==> config.mk <==
export PLATFORM = sky130hd
export DESIGN_NAME = remote_signal_preprocessor
export DESIGN_NICKNAME = d
export VERILOG_FILES = /design/src/remote_rx_pkg.sv /design/src/remote_signal_preprocessor.sv
export VERILOG_INCLUDE_DIRS = /design/src
export SDC_FILE = /design/constraint.sdc
export NUM_CORES = 1
export LEC_CHECK = 0
export CAP_MARGIN = 20
export CORE_MARGIN = 5
export CORE_UTILIZATION = 45
export DETAILED_ROUTE_END_ITERATION = 16
export DONT_BUFFER_PORTS = 1
export PLACE_DENSITY = 0.63
export SYNTH_ARGS = -nofsm -noshare
export SYNTH_HDL_FRONTEND = slang
export SYNTH_SLANG_ARGS = --single-unit
export TNS_END_PERCENT = 30
==> constraint.sdc <==
create_clock -name sys_clk_i -period 5.2 [get_ports sys_clk_i]
set_clock_uncertainty 0.05 [all_clocks]
set_input_delay 0.26 -clock sys_clk_i [delete_from_list [all_inputs] [get_ports sys_clk_i]]
set_output_delay 0.26 -clock sys_clk_i [all_outputs]
set_load 0.1 [all_outputs]
==> src/remote_rx_params.svh <==
// constants for the remote signal preprocessor
// Operation
// software sets the port latch to one before using the pin as input
// without the preprocessor the pin stays an ordinary port bit
// plain interrupt use needs a source code other than eleven
// counter clock is system clock over 2^6, 2^8, 2^10 or 2^12
// polarity bit zero keeps the signal, one inverts it
// source code picks rising, falling, both edges or eight-bit receive end
// filter code zero bypasses, else rejects pulses up to 2^k*7-1 clocks
// filtered pulses of at least 2^k*7 clocks always pass
// threshold nibble is compared with the counter's upper nibble
// software loads the threshold before choosing the source
// run bit zero stops and clears the counter, one starts it
// enable bit switches the whole preprocessor off or on; here it holds the counter clear and blocks capture, overflow and receive, pin edges still interrupt
// measure mode picks the interval, ignored for both-edge source
// both-edge source measures low and high widths separately
// on completion capture counter, clear it, raise interrupt, keep counting
// counter at FF raises interrupt, sets overflow, clears and stops
// writing run one also clears the overflow flag
// receive end decides bits by threshold, shifts, counts, interrupts at eight
// input pin is synchronised before filtering and edge detection
// status shows bit count, overflow, compare result, filtered level
`ifndef REMOTE_RX_PARAMS_SVH
`define REMOTE_RX_PARAMS_SVH
`define RRX_CTL1_OFS 12'hFE8
`define RRX_CTL2_OFS 12'hFE9
`define RRX_CAP_OFS 12'hFEA
`define RRX_BUF_OFS 12'hFEB
`define RRX_STAT_OFS 12'hFEC
`define RRX_PORT_OFS 12'hFED
`define RRX_CTL1_RST 8'h00
`define RRX_CTL2_RST 8'h00
`define RRX_PORT_RST 8'h01
`define RRX_NF_K1 2
`define RRX_NF_K2 5
`define RRX_NF_K3 6
`define RRX_NF_K4 7
`define RRX_NF_K5 8
`define RRX_NF_K6 10
`define RRX_NF_K7 11
`define RRX_NF_MUL 7
`define RRX_DIV_BASE 6
`define RRX_CNT_MAX 8'hFF
`define RRX_RX_BITS 4'h8
`endif

==> src/remote_rx_pkg.sv <==
// types for the remote signal preprocessor
package remote_rx_pkg;
   typedef enum logic [1:0] {
      SRC_RISE = 2'b00,
      SRC_FALL = 2'b01,
      SRC_BOTH = 2'b10,
      SRC_RX8 = 2'b11
   } irq_src_t;
   typedef struct packed {
      logic [1:0] counter_clock_select;
      logic signal_polarity;
      irq_src_t irq_source_select;
      logic [2:0] noise_filter_select;
   } ctl_one_t;
   typedef struct packed {
      logic [3:0] bit_threshold;
      logic counter_run;
      logic preprocessor_enable;
      logic [1:0] measure_mode;
   } ctl_two_t;
   typedef enum logic [2:0] {
      ST_STOP = 3'b001,
      ST_RUN = 3'b010,
      ST_OVF = 3'b100
   } cnt_state_t;
endpackage

==> src/remote_signal_preprocessor.sv <==
// remote signal preprocessor with capture counter and bit receiver
//
// Design decision made here: the plain strobed port.
`timescale 1ns/1ns
`default_nettype none
`include "remote_rx_params.svh"
module remote_signal_preprocessor
   import remote_rx_pkg::*;
(
   // clock and reset
   input wire logic sys_clk_i,
   input wire logic arst_n_i,
   // register port
   input wire logic [11:0] addr_i,
   input wire logic [7:0] wr_data_i,
   input wire logic wr_i,
   input wire logic rd_i,
   output logic [7:0] rd_data_o,
   // shared port pin
   input wire logic shared_port_pin_i,
   output logic shared_port_pin_o,
   output logic shared_port_pin_oe_n_o,
   // interrupt request
   output logic external_irq_three_o
);
   ctl_one_t ctl1_r;
   ctl_two_t ctl2_r;
   cnt_state_t st_r;
   cnt_state_t st_nxt;
   logic [7:0] port_r;
   logic [7:0] cnt_r;
   logic [7:0] cnt_nxt;
   logic [7:0] cap_r;
   logic [7:0] buf_r;
   logic [3:0] bits_r;
   logic ovf_r;
   logic [11:0] pre_r;
   logic sync1_r;
   logic sync2_r;
   logic filt_r;
   logic [13:0] flt_cnt_r;
   logic sig_d_r;
   logic irq_r;
   logic [7:0] rd_r;

   // decode
   wire wr1 = wr_i && addr_i == `RRX_CTL1_OFS;
   wire wr2 = wr_i && addr_i == `RRX_CTL2_OFS;
   wire wrp = wr_i && addr_i == `RRX_PORT_OFS;
   ctl_two_t wctl2;
   assign wctl2 = ctl_two_t'(wr_data_i);
   wire start_wr = wr2 && wctl2.counter_run;
   wire stop_wr = wr2 && !wctl2.counter_run;

   // prescaler tick, mask grows two bits per select step
   wire [3:0] div_sh = 4'(`RRX_DIV_BASE) +
                       {1'b0, ctl1_r.counter_clock_select, 1'b0};
   wire [11:0] div_mask = 12'((13'h1 << div_sh) - 13'h1);
   wire tick = (pre_r & div_mask) == div_mask;

   // noise filter length, count of clocks a new level must hold
   function automatic logic [13:0] flt_len_f(input logic [2:0] c);
      logic [4:0] k;
      k = 5'd0;
      case (c)
         3'd1: k = 5'(`RRX_NF_K1);
         3'd2: k = 5'(`RRX_NF_K2);
         3'd3: k = 5'(`RRX_NF_K3);
         3'd4: k = 5'(`RRX_NF_K4);
         3'd5: k = 5'(`RRX_NF_K5);
         3'd6: k = 5'(`RRX_NF_K6);
         3'd7: k = 5'(`RRX_NF_K7);
         default: k = 5'd0;
      endcase
      flt_len_f = 14'(`RRX_NF_MUL << k);
   endfunction
   wire [13:0] flt_len = flt_len_f(ctl1_r.noise_filter_select);
   wire nf_off = ctl1_r.noise_filter_select == 3'd0;
   wire flt_hit = flt_cnt_r == flt_len - 14'd1;

   // edges after polarity
   wire sig = filt_r ^ ctl1_r.signal_polarity;
   wire rise = sig && !sig_d_r;
   wire fall = !sig && sig_d_r;
   // receive end decides one bit per rising edge only
   wire src_edge = (ctl1_r.irq_source_select == SRC_RISE) ? rise :
                   (ctl1_r.irq_source_select == SRC_FALL) ? fall :
                   (ctl1_r.irq_source_select == SRC_BOTH) ? (rise || fall) :
                   rise;
   wire rx_mode = ctl1_r.irq_source_select == SRC_RX8;
   // width mode: opposite edge restarts the count without capture
   wire width_md = ctl2_r.measure_mode[0] &&
                   ctl1_r.irq_source_select != SRC_BOTH;
   wire opp_edge = width_md &&
                   ((ctl1_r.irq_source_select == SRC_FALL) ? rise : fall);
   wire running = ctl2_r.preprocessor_enable && st_r == ST_RUN;
   wire done = running && src_edge;
   wire restart = running && opp_edge && !src_edge;
   wire ovf_evt = running && !done && !restart && tick &&
                  cnt_r == `RRX_CNT_MAX;
   wire cmp = cnt_r[7:4] >= ctl2_r.bit_threshold;
   wire rx_shift = done && rx_mode;
   wire [3:0] bits_nxt = (bits_r == `RRX_RX_BITS) ? 4'h1 : bits_r + 4'h1;
   wire rx_full = rx_shift && bits_nxt == `RRX_RX_BITS;
   // pin edges still interrupt with the preprocessor off
   wire irq_evt = (src_edge && !rx_mode) || rx_full || ovf_evt;

   always_comb
   begin
      st_nxt = st_r;
      cnt_nxt = cnt_r;
      // run writes act while disabled, so enable and run land together
      if (stop_wr)
      begin
         st_nxt = ST_STOP;
         cnt_nxt = 8'h00;
      end
      else if (start_wr)
      begin
         st_nxt = ST_RUN;
         cnt_nxt = 8'h00;
      end
      else if (!ctl2_r.preprocessor_enable)
      begin
         cnt_nxt = 8'h00;
      end
      else if (done || restart)
      begin
         cnt_nxt = 8'h00;
      end
      else if (ovf_evt)
      begin
         st_nxt = ST_OVF;
         cnt_nxt = 8'h00;
      end
      else if (running && tick)
      begin
         cnt_nxt = cnt_r + 8'h01;
      end
      case (st_r)
         ST_STOP, ST_RUN, ST_OVF: ;
         default: st_nxt = ST_STOP;
      endcase
   end

   // read mux
   wire [7:0] stat = {bits_r, 1'b0, ovf_r, cmp, filt_r};
   wire [7:0] rd_mux =
      (addr_i == `RRX_CTL1_OFS) ? ctl1_r :
      (addr_i == `RRX_CTL2_OFS) ? ctl2_r :
      (addr_i == `RRX_CAP_OFS) ? cap_r :
      (addr_i == `RRX_BUF_OFS) ? buf_r :
      (addr_i == `RRX_STAT_OFS) ? stat :
      (addr_i == `RRX_PORT_OFS) ? {6'h00, sync2_r, port_r[0]} : 8'h00;

   // registers
   always_ff @(posedge sys_clk_i or negedge arst_n_i)
   begin
      if (!arst_n_i)
      begin
         ctl1_r <= ctl_one_t'(`RRX_CTL1_RST);
         ctl2_r <= ctl_two_t'(`RRX_CTL2_RST);
         port_r <= `RRX_PORT_RST;
         rd_r <= 8'h00;
      end
      else
      begin
         if (wr1)
            ctl1_r <= ctl_one_t'(wr_data_i);
         if (wr2)
            ctl2_r <= wctl2;
         if (wrp)
            port_r <= {7'h00, wr_data_i[0]};
         rd_r <= rd_i ? rd_mux : 8'h00;
      end
   end

   // synchroniser and noise filter
   always_ff @(posedge sys_clk_i or negedge arst_n_i)
   begin
      if (!arst_n_i)
      begin
         // idle high like the pin, so no false edge follows reset
         sync1_r <= 1'b1;
         sync2_r <= 1'b1;
         filt_r <= 1'b1;
         flt_cnt_r <= 14'h0000;
         sig_d_r <= 1'b1;
         pre_r <= 12'h000;
      end
      else
      begin
         sync1_r <= shared_port_pin_i;
         sync2_r <= sync1_r;
         pre_r <= pre_r + 12'h001;
         sig_d_r <= sig;
         if (nf_off || sync2_r == filt_r)
         begin
            flt_cnt_r <= 14'h0000;
            filt_r <= nf_off ? sync2_r : filt_r;
         end
         else if (flt_hit)
         begin
            flt_cnt_r <= 14'h0000;
            filt_r <= sync2_r;
         end
         else
            flt_cnt_r <= flt_cnt_r + 14'h0001;
      end
   end

   // counter, capture, receiver
   always_ff @(posedge sys_clk_i or negedge arst_n_i)
   begin
      if (!arst_n_i)
      begin
         st_r <= ST_STOP;
         cnt_r <= 8'h00;
         cap_r <= 8'h00;
         buf_r <= 8'h00;
         bits_r <= 4'h0;
         ovf_r <= 1'b0;
         irq_r <= 1'b0;
      end
      else
      begin
         st_r <= st_nxt;
         cnt_r <= cnt_nxt;
         irq_r <= irq_evt;
         if (done)
            cap_r <= cnt_r;
         if (rx_shift)
         begin
            buf_r <= {buf_r[6:0], cmp};
            bits_r <= bits_nxt;
         end
         // a fresh overflow wins over the clear by a start write
         if (ovf_evt)
            ovf_r <= 1'b1;
         else if (start_wr)
            ovf_r <= 1'b0;
      end
   end

   assign rd_data_o = rd_r;
   assign external_irq_three_o = irq_r;
   // open drain: latch low drives the pin low
   assign shared_port_pin_o = port_r[0];
   assign shared_port_pin_oe_n_o = port_r[0];
endmodule
`default_nettype wire

# == Word level (Yosys, flattened, before mapping) ==
# Cells that the tools add are included.
# word_totals
input_bits,25
out_inout_bits,11
ff_bits,88
# op_classes
mux,32
magnitude_cmp,1
n_eq_ne,31
reduce_logical,40
bitwise_logic,2
n_addsub,7
n_shift,2
# op_table
operator,count
2-to-1 mux 8 bit,12
"== test 12 bit, second input constant",6
2-to-1 mux 14 bit,2
case mux 4 bit (7 select lines),1
logical AND 1 bit,21
2-to-1 mux 3 bit,6
"== test 3 bit, second input constant",5
"adder 14 x 1 -> 14 bit, second input constant",1
== test 14 bit,1
"<< shifter 3 x 5 -> 14 bit, first input constant",1
"subtractor 14 x 1 -> 14 bit, second input constant",1
"adder 12 x 1 -> 12 bit, second input constant",1
AND 12 bit,1
== test 12 bit,1
"!= test 4 bit, second input constant",3
"<< shifter 1 x 4 -> 12 bit, first input constant",1
"subtractor 12 x 1 -> 12 bit, second input constant",1
"== test 3 x 2 -> 1 bit, second input constant",3
2-to-1 mux 1 bit,9
"adder 8 x 1 -> 8 bit, second input constant",1
"== test 4 bit, second input constant",2
"== test 8 bit, second input constant",1
logical NOT 1 bit,7
"== test 3 x 1 -> 1 bit, second input constant",2
other kinds (18),25

# == Depth between registers and ports, before layout ==
# Gate-level depths: netlist of run 1.
# logic_depth
word_depth,19
ltp_mapped,11
depth_no_buf,9

# == Least setup slack after synthesis of run 1 ==
# OpenSTA, ideal clock, no wires.
# synth_path
kind,flip-flop to flip-flop
start,register ctl1_r[0] in the netlist's numbering
end,register flt_cnt_r[10]
path_slack_ns,2.318
setup_time_ns,0.137
path_buffers,3
t_arrival_ns,2.695
path_stages_with_launch,12
path_cell_list,dfrtp_1 -> buf_2 -> clkbuf_1 -> or3_1 -> ha_1 -> nor2b_1 -> a2111oi_4 -> o22a_2 -> o2111ai_4 -> o31ai_4 -> buf_4 -> a21oi_1
# synth_via
elab_chain_len,7
# synth_lines
item,line_no,source
from (decl),remote_signal_preprocessor.sv:26,ctl_one_t ctl1_r;
from (signal assigned),remote_signal_preprocessor.sv:161,ctl1_r <= ctl_one_t'(`RRX_CTL1_RST);
from (signal assigned),remote_signal_preprocessor.sv:169,ctl1_r <= ctl_one_t'(wr_data_i);
"== test 3 bit, or another cell as far along",remote_signal_preprocessor.sv:65,case (c)
case mux 4 bit (7 select lines),remote_signal_preprocessor.sv:65,
<< shifter 3 x 5 -> 14 bit (no line),n/a,
subtractor 14 x 1 -> 14 bit,remote_signal_preprocessor.sv:79,wire flt_hit = flt_cnt_r == flt_len - 14'd1;
== test 14 bit,remote_signal_preprocessor.sv:79,
2-to-1 mux 14 bit,remote_signal_preprocessor.sv:202,else if (flt_hit)
2-to-1 mux 14 bit *,remote_signal_preprocessor.sv:197,if (nf_off || sync2_r == filt_r)
to (signal assigned),remote_signal_preprocessor.sv:208,flt_cnt_r <= flt_cnt_r + 14'h0001;
to (decl),remote_signal_preprocessor.sv:41,logic [13:0] flt_cnt_r;
# Every way passes the cells marked *; elsewhere a longest branch is shown, timed or not.
# A chain may end at the register's enable or synchronous reset.

# == Final worst setup path of run 1 ==
# layout_path
start,register ctl1_r[2] in the netlist's numbering
end,register flt_cnt_r[1]
# The elaborated chain is that of the path after synthesis.

==> parameters.txt, run 1 <==
Parameter                              Value

Run status
  Outcome    completed

Floorplan
  Die H    about 110 µm
  Placement row count    38
  Starting density of the core    45.4%
  Core area    10,700 µm²
  Horizontal extent of the die    approximately 110 µm
  I/O Pins    36
  Total die area    around 13,000 µm²

Hold path
  Worst Hold Class    in -> reg
  Number of instances on the worst hold path    2

Yosys
  Warnings from Yosys    0
  Combined area of all synthesized cells    roughly 4900 µm²
  Async S/R FF share, synth    100%
  Share of the yosys chip area belonging to registers    45.5%
  Proportion of netlist area held by the largest area contributor    42.2%
  Main area contributors after synthesis    sky130_fd_sc_hd__dfrtp_1 42%, sky130_fd_sc_hd__mux2_2 5.1%, sky130_fd_sc_hd__nand2_1 4.7%, sky130_fd_sc_hd__xnor2_1 4.0%, sky130_fd_sc_hd__ha_1 3.9%
  Post-synthesis cell count    505
  Top cells by instance count after synthesis    82 x sky130_fd_sc_hd__dfrtp_1, 61 x sky130_fd_sc_hd__nand2_1, 41 x sky130_fd_sc_hd__nor2_1
  Syn_area_per_cell    between 9 and 10 µm²
  Count of different cell masters after synthesis    65
  Flops & latches, synth    slightly below 90
  Top_reg_cell synth    sky130_fd_sc_hd__dfrtp_1
  Area leader, netlist    sky130_fd_sc_hd__dfrtp_1
  Most frequent cell after synthesis    sky130_fd_sc_hd__dfrtp_1
  Number of flops mapped to enable cells by yosys    0

Cells and area
  Area added between synthesis and finish    8.42%
  Fraction of final layout cells sized beyond drive strength 1    a little under an eighth
  Final antenna diode count    0
  Final layout net count    544
  Filler instances    1,010
  Non-filler instance count after layout    between 600 and 700

GRT
  Global-route wire length before repair    18.0 mm
  Number of antenna violations at the first check in global routing    0
  Pin count of the biggest net entering global routing    a little under 90
  GR Overflow Total    0
  Vias in the first global route    3,507
  Total GRT Usage    approximately 18%

Routing
  First-pass detailed-route iteration total    4
  Detail-routed via count per cell    roughly 5.6
  WL/cell    16.4 µm
  Routed vias    3,606
  Detailed-route DRC error count    0
  Post-DRT Antenna Nets    0
  Total Routed Length    10.6 mm
  Initial DRC count    approximately 240

Clocking
  H-Tree Depth    3
  Number of buffers added by the clock tree synthesis step    9
  CTS tree    built
  Worst-skew pair later-pin latency    370 ps
  Number of hold-repair buffers added at the cts stage    12
  Number of resized instances in the post-cts repair step    0
  Clock edge transition at the registers on the reported setup and hold paths    100 ps
  Number of clock sinks    just under 90
  # Post-CTS Setup Buffers    0
  Clock buffer depth    2
  Clock root buffer    sky130_fd_sc_hd__clkbuf_8

Setup path
  Start-to-end type of the worst setup path    reg -> reg
  Slowest CP cell    sky130_fd_sc_hd__o31ai_4
  Cells along the critical path    or3_1, ha_1, nor2b_1, a2111oi_4, o22a_2, o2111ai_4, o31ai_4, a21oi_1
  CP Launch Type    flop
  Arrival time at the worst endpoint    3520 ps
  Maximum fanout encountered on the critical timing path    18
  Last element of the critical path    flt_cnt_r[1]
  R2r worst-path depth    8
  Register-to-register setup slack    roughly 1900 ps
  Critical path's largest stage delay    620 ps
  Crit. Startpoint    ctl1_r[2]
  Critical Path End Type    flop
  Worst flop-to-flop path startpoint    ctl1_r[2]
  CP required    5370 ps
  Worst flop-to-flop path endpoint    flt_cnt_r[1]

Power and ir drop
  Power density normalized to cell area    between 200 and 250 nW/µm²
  Peak supply drop    0.000119 V
  Static leakage    around 2.3 nW
  Sum of internal, switching and leakage power    1.23 mW

STA
  Final WS setup    1850 ps
  Final number of setup-violating endpoints    0
  Final count of pins violating max slew    0
  Normalized max-slew margin    29.8%
  Maximum frequency from static timing analysis    299 MHz
  Slew of the pin with the lowest slew margin    1050 ps
  Setup repair after global routing missed its margin    no
  Total Neg Setup Slack    0 ps
  Number of failing hold endpoints at the final stage    0
  Crit share post-route    64.4%
  Final Critical Period    3350 ps

Place
  Setup slack at placement    1810 ps
  Final weighted congestion in routability-driven placement    about 0.8
  Half-perimeter wire length after placement    7.69 mm
  Placed cells    620
  Total of buffers placed on input and output ports    0

Flow run
  Max-capacitance violation count    0
## state kept, by name, indices dropped and copies added, names as in the netlist
signal / count
filt_r: 1
rd_data_o: 8
flt_cnt_r: 14
buf_r: 8
st_r: 3
cnt_r: 8
port_r: 1
cap_r: 8
external_irq_three_o: 1
ovf_r: 1
sync1_r: 1
pre_r: 12
ctl1_r: 8
sig_d_r: 1
ctl2_r: 8
bits_r: 4
sync2_r: 1
## stage by stage
step           hold slack [ps]  cell area [µm²]  util (%)
3_5_place_dp             -81.8             4920      46.0
2_1_floorplan            -85.6             4860         -
5_1_grt                   62.0             5270      49.3
3_3_place_gp             -79.7             4920      46.0
4_1_cts                   42.1             5260      49.2
6_report                  57.2             5270      49.3
## layout make-up
type | instances | area, µm² | area share [%]
clock inverters | 7 | 78.8 | 1.50
flip-flops and latches | 88 | 2210 | 41.9
inverters | 23 | 86.3 | 1.64
well taps | 140 | 175 | 3.32
multi-input cells | 369 | 2450 | 46.5
repair buffers | 13 | 145 | 2.75
clock buffers | 9 | 124 | 2.35
## per-layer routing
metal	track usage, %	wire (µm)	up-vias
met4	5.46	141	0
met1	25.6	5300	1783
met5	0	0	-
met2	26.0	4820	53
li1	-	-	1755
met3	3.87	384	15
## worst min-delay path by stage
stage | from | endpoint | slack (ps)
after detailed placement | arst_n_i | rd_data_o[0] | -80
after floorplan | arst_n_i | bits_r[0] | -90
final | addr_i[1] | rd_data_o[1] | 60
after CTS | addr_i[1] | rd_data_o[1] | 40
after global routing | wr_data_i[3] | ctl2_r[3] | 60
after global placement | arst_n_i | flt_cnt_r[12] | -80
## power by group
part	internal [mW]	switching [mW]
Combinational	0.0197	0.0322
Sequential	0.688	0.00710
Clock	0.226	0.258
Total	0.933	0.297
## placed cells by master (no fill, tap or decap), drive strengths merged, types with 3 or more instances in the layout
cell / n
a221oi: 6
dlygate4sd3: 11
mux2: 22
nor2b: 5
dfstp: 6
nand3: 15
o211ai: 3
nor3: 16
nor2: 41
clkbuf: 9
a21boi: 4
dfrtp: 82
or3: 4
nor3b: 5
xnor2: 22
o21ai: 26
nand4: 9
nand2b: 12
and3: 6
nand2: 61
ha: 15
inv: 25
xor2: 13
clkinvlp: 3
a211oi: 3
a211o: 3
a21oi: 29
and2: 3
mux2i: 8
a21o: 4
## worst max-delay path: cells and delay by family (launching register included)
kind            cells  cell delay (ps)
compound gates      5             1490
simple gates        2              760
flops               1              570
fa+ha+maj           1              320
## logic make-up after synthesis
family	synth area share, %
xor+xnor	6.31
simple gates	19.3
other cells	0.0772
fa+ha+maj	3.86
mux	7.21
buf+inv	4.20
flops	45.5
compound gates	13.6
(Power assumes the default switching activity.)
==> run 2: changes to the inputs <==
ABC_AREA = 1   (was not set)
clock period = 3.45 ns   (was 5.2 ns; I/O delays follow)
==> parameters.txt, run 2 <==
Parameter                              Value

Power and ir drop
  Clock power frac    48.8% (+9.5 points)
  Static leakage    2.75 nW (+18%)
  Int Power    1.79 mW (+92%)
  Switching power    0.484 mW (+63%)
  Register share of total power    46.6% (-9.9 points)
  Peak supply drop    0.000365 V (+210%)
  Relative contribution of combinational cells to total power    4.6% (+0.4 points)
  Sw Ratio    21.3% (-2.8 points)
  Power density normalized to cell area    394 nW/µm² (+69%)

Run status
  Outcome    completed

Setup path
  Arrival time at the worst endpoint    2740 ps (-780 ps)
  Register-to-register setup slack    870 ps (-980 ps)
  CP required    3610 ps (-1760 ps)
  Worst flop-to-flop path startpoint    ctl1_r[2]
  Crit. Startpoint    ctl1_r[2]
  Start-to-end type of the worst setup path    reg -> reg
  CP Launch Type    flop
  Maximum fanout encountered on the critical timing path    14 (-4)
  Critical Path End Type    flop

Place
  Half-perimeter wire length after placement    8.60 mm (+12%)
  Total of buffers placed on input and output ports    0 (unchanged)
  Post-detailed-placement cell area    5290 µm² (+7.4%)
  Setup slack at placement    873 ps (-936 ps)
  Final weighted congestion in routability-driven placement    0.889 (+9.6%)

Yosys
  Warnings from Yosys    0 (unchanged)
  Proportion of netlist area held by the largest area contributor    39.6% (-2.6 points)
  Flops & latches, synth    88 (unchanged)
  Count of different cell masters after synthesis    49 (-25%)
  Share of the yosys chip area belonging to registers    42.6% (-2.9 points)
  Area leader, netlist    sky130_fd_sc_hd__dfrtp_1
  Async S/R FF share, synth    100% (unchanged)
  Number of flops mapped to enable cells by yosys    0 (unchanged)
  Main area contributors after synthesis    sky130_fd_sc_hd__dfrtp_1 40%, sky130_fd_sc_hd__nand2_1 10%, sky130_fd_sc_hd__inv_1 6.1%, sky130_fd_sc_hd__nor2_1 5.3%, sky130_fd_sc_hd__nand3_1 4.3%
  Post-synthesis cell count    657 (+30%)
  Top cells by instance count after synthesis    145 x sky130_fd_sc_hd__nand2_1, 84 x sky130_fd_sc_hd__inv_1, 82 x sky130_fd_sc_hd__dfrtp_1
  Syn_area_per_cell    7.89 µm² (-18%)
  Combined area of all synthesized cells    5180 µm² (+6.7%)
  Most frequent cell after synthesis    sky130_fd_sc_hd__nand2_1
  Top_reg_cell synth    sky130_fd_sc_hd__dfrtp_1

Floorplan
  Starting density of the core    45.6% (+0.18 points)
  Core area    11,400 µm² (+6.3%)
  Total die area    13,800 µm² (+6.1%)
  Die H    117 µm (+3.0%)
  Placement row count    39 (+2.6%)
  Horizontal extent of the die    117 µm (+3.0%)
  I/O Pins    36 (unchanged)

Routing
  Total Routed Length    11.7 mm (+10%)
  Detailed-route DRC error count    0 (unchanged)
  Routed vias    4,197 (+16%)
  Detail-routed via count per cell    5.12 (-7.8%)
  Post-DRT Antenna Nets    0 (unchanged)
  Initial DRC count    234 (-0.85%)
  First-pass detailed-route iteration total    5 (+1)
  WL/cell    14.3 µm (-13%)

Cells and area
  Final layout net count    711 (+31%)
  Area added between synthesis and finish    11.3%
  Final standard cell area without fillers    5770 µm² (+9.6%)
  Post-layout util    50.8% (+1.5 points)
  Flip-flop count of the largest register, all copies and words added    14 (unchanged)
  Registers with the most flip-flops    flt_cnt_r: 14 flops, pre_r: 12 flops
  Final antenna diode count    0 (unchanged)
  Fraction of final layout cells sized beyond drive strength 1    11.2% (-0.35 points)
  Most frequent standard cell in the layout excluding fill and tap cells    sky130_fd_sc_hd__nand2_1
  Most frequent cells in the layout    145 x sky130_fd_sc_hd__nand2_1, 84 x sky130_fd_sc_hd__inv_1, 82 x sky130_fd_sc_hd__dfrtp_1
  Register containing the most flip-flops in the final layout    flt_cnt_r

STA
  Final count of pins violating max slew    0 (unchanged)
  Total Neg Setup Slack    0 ps (unchanged)
  Maximum frequency from static timing analysis    388 MHz (+30%)
  Final number of setup-violating endpoints    0 (unchanged)
  Normalized max-slew margin    41.6% (+12 points)
  Crit share post-route    74.7% (+10 points)
  Final Critical Period    2580 ps (-770 ps)
  Final hold slack    15.8 ps (-41.4 ps)
  Final WS setup    874 ps (-980 ps)
  Slew of the pin with the lowest slew margin    877 ps (-176 ps)
  Setup repair after global routing missed its margin    no
  Number of failing hold endpoints at the final stage    0 (unchanged)

Clocking
  Clock root buffer    sky130_fd_sc_hd__clkbuf_16
  Number of clock sinks    88 (unchanged)
  Clock buffer depth    2 (unchanged)
  Number of buffers added by the clock tree synthesis step    9 (unchanged)
  Worst-skew pair later-pin latency    350 ps (-20 ps)
  CTS tree    built
  Clock edge transition at the registers on the reported setup and hold paths    60 ps (-40 ps)
  H-Tree Depth    3 (unchanged)

GRT
  Pin count of the biggest net entering global routing    89 (unchanged)
  Vias in the first global route    3,994 (+14%)
  Global-route wire length before repair    19.5 mm (+8.6%)
  Total GRT Usage    17.2% (-0.26 points)
  Global-route track usage on met2    25.1% (-0.85 points)
  Busiest grt layer    met2
  Met1 layer usage reported by global route    24.4% (-1.1 points)
  Met3 routing resource usage after global routing    5.77% (+1.9 points)
  Number of antenna violations at the first check in global routing    0 (unchanged)
  GR Overflow Total    0 (unchanged)

Hold path
  Worst Hold Class    in -> reg
  Hold wc startpoint    wr_i

Flow run
  Max-capacitance violation count    0 (unchanged)
==> run 2: cell types whose count changed in the layout (fill, tap and decap cells not counted), sizes merged, moves of 8 or more <==
| cell | delta |
|---|---|
| nand2 | +102 |
| inv | +67 |
| nor2 | +47 |
| nand3 | +33 |
| o21ai | +29 |
| mux2 | -19 |
| a21oi | -17 |
| xnor2 | -15 |
| nand2b | -12 |
| xor2 | +12 |
| mux2i | -8 |
==> run 2: logic make-up (layout without fill, tap and decap cells) <==
logic type | after synthesis | in the layout | share of synthesized area [%]
adders and majority gates | 15 | 15 | 3.62
muxes | 3 | 3 | 0.651
other | 1 | 2 | 0.0723
and+or+nand+nor | 332 | 332 | 30.2
DFF | 88 | 88 | 42.6
buffers and inverters | 106 | 124 | 8.71
xor gates and xnor gates | 32 | 32 | 5.41
AOI/OAI and AO/OA | 80 | 80 | 8.76
==> run 2: final timing paths <==
check | end | depth (start not counted)
min in group asynchronous | bits_r[2] | 2
max in group asynchronous | sig_d_r | 2
worst min register to register | sync2_r | 0
worst max-delay path | flt_cnt_r[13] | 15
worst min-delay path | port_r[0] | 4
worst max register to register | flt_cnt_r[13] | 15
==> run 2: cell type report <==
type,instances,area (µm²)
Clock buffer,11,233
Clock inverter,5,105
Fill cell,1062,5600
Inverter,93,357
Multi-Input combinational cell,464,2530
Sequential cell,88,2210
Tap cell,143,179
Timing Repair Buffer,15,163
==> run 2: layer usage <==
layer	share of wire, %	up-vias
li1	-	2125
met1	50	1952
met2	42	108
met3	6.7	12
met4	1.3	0
met5	0	-
==> run 2: metrics by stage <==
stage / cells / power, mW
6_report: 819 / 2.28
5_1_grt: 819 / 2.36
4_1_cts: 819 / 2.30
3_5_place_dp: 790 / 1.15
3_3_place_gp: 790 / 1.14
2_1_floorplan: 658 / 1.13
==> run 2: what timing repair did <==
action	in CTS	in global routing
setup endpoints to repair	0	0
buffers inserted	0	0
resized for setup	0	0
hold endpoints to repair	116	0
hold buffers	13	0
==> run 2: critical path: stages (launching register included) <==
cell	delay, ps
sky130_fd_sc_hd__dfrtp_1	600
sky130_fd_sc_hd__nor2_4	250
sky130_fd_sc_hd__nand2_4	110
sky130_fd_sc_hd__ha_1	230
sky130_fd_sc_hd__inv_1	140
sky130_fd_sc_hd__nand2_1	70
sky130_fd_sc_hd__nand2_1	90
sky130_fd_sc_hd__nand3_1	70
sky130_fd_sc_hd__nand2_1	80
sky130_fd_sc_hd__nand2_1	70
sky130_fd_sc_hd__nor2_1	110
sky130_fd_sc_hd__nand2_2	60
sky130_fd_sc_hd__nor2_2	120
sky130_fd_sc_hd__nand2_4	220
sky130_fd_sc_hd__nand2_1	120
sky130_fd_sc_hd__nor2_1	40
==> run 2: power groups by stage <==
stage	logic, mW	registers (mW)	clock network [mW]
2_1_floorplan	0.0534	1.08	0
3_3_place_gp	0.0630	1.08	0
3_5_place_dp	0.0651	1.08	0
4_1_cts	0.104	1.06	1.13
5_1_grt	0.119	1.06	1.18
6_report	0.104	1.06	1.11
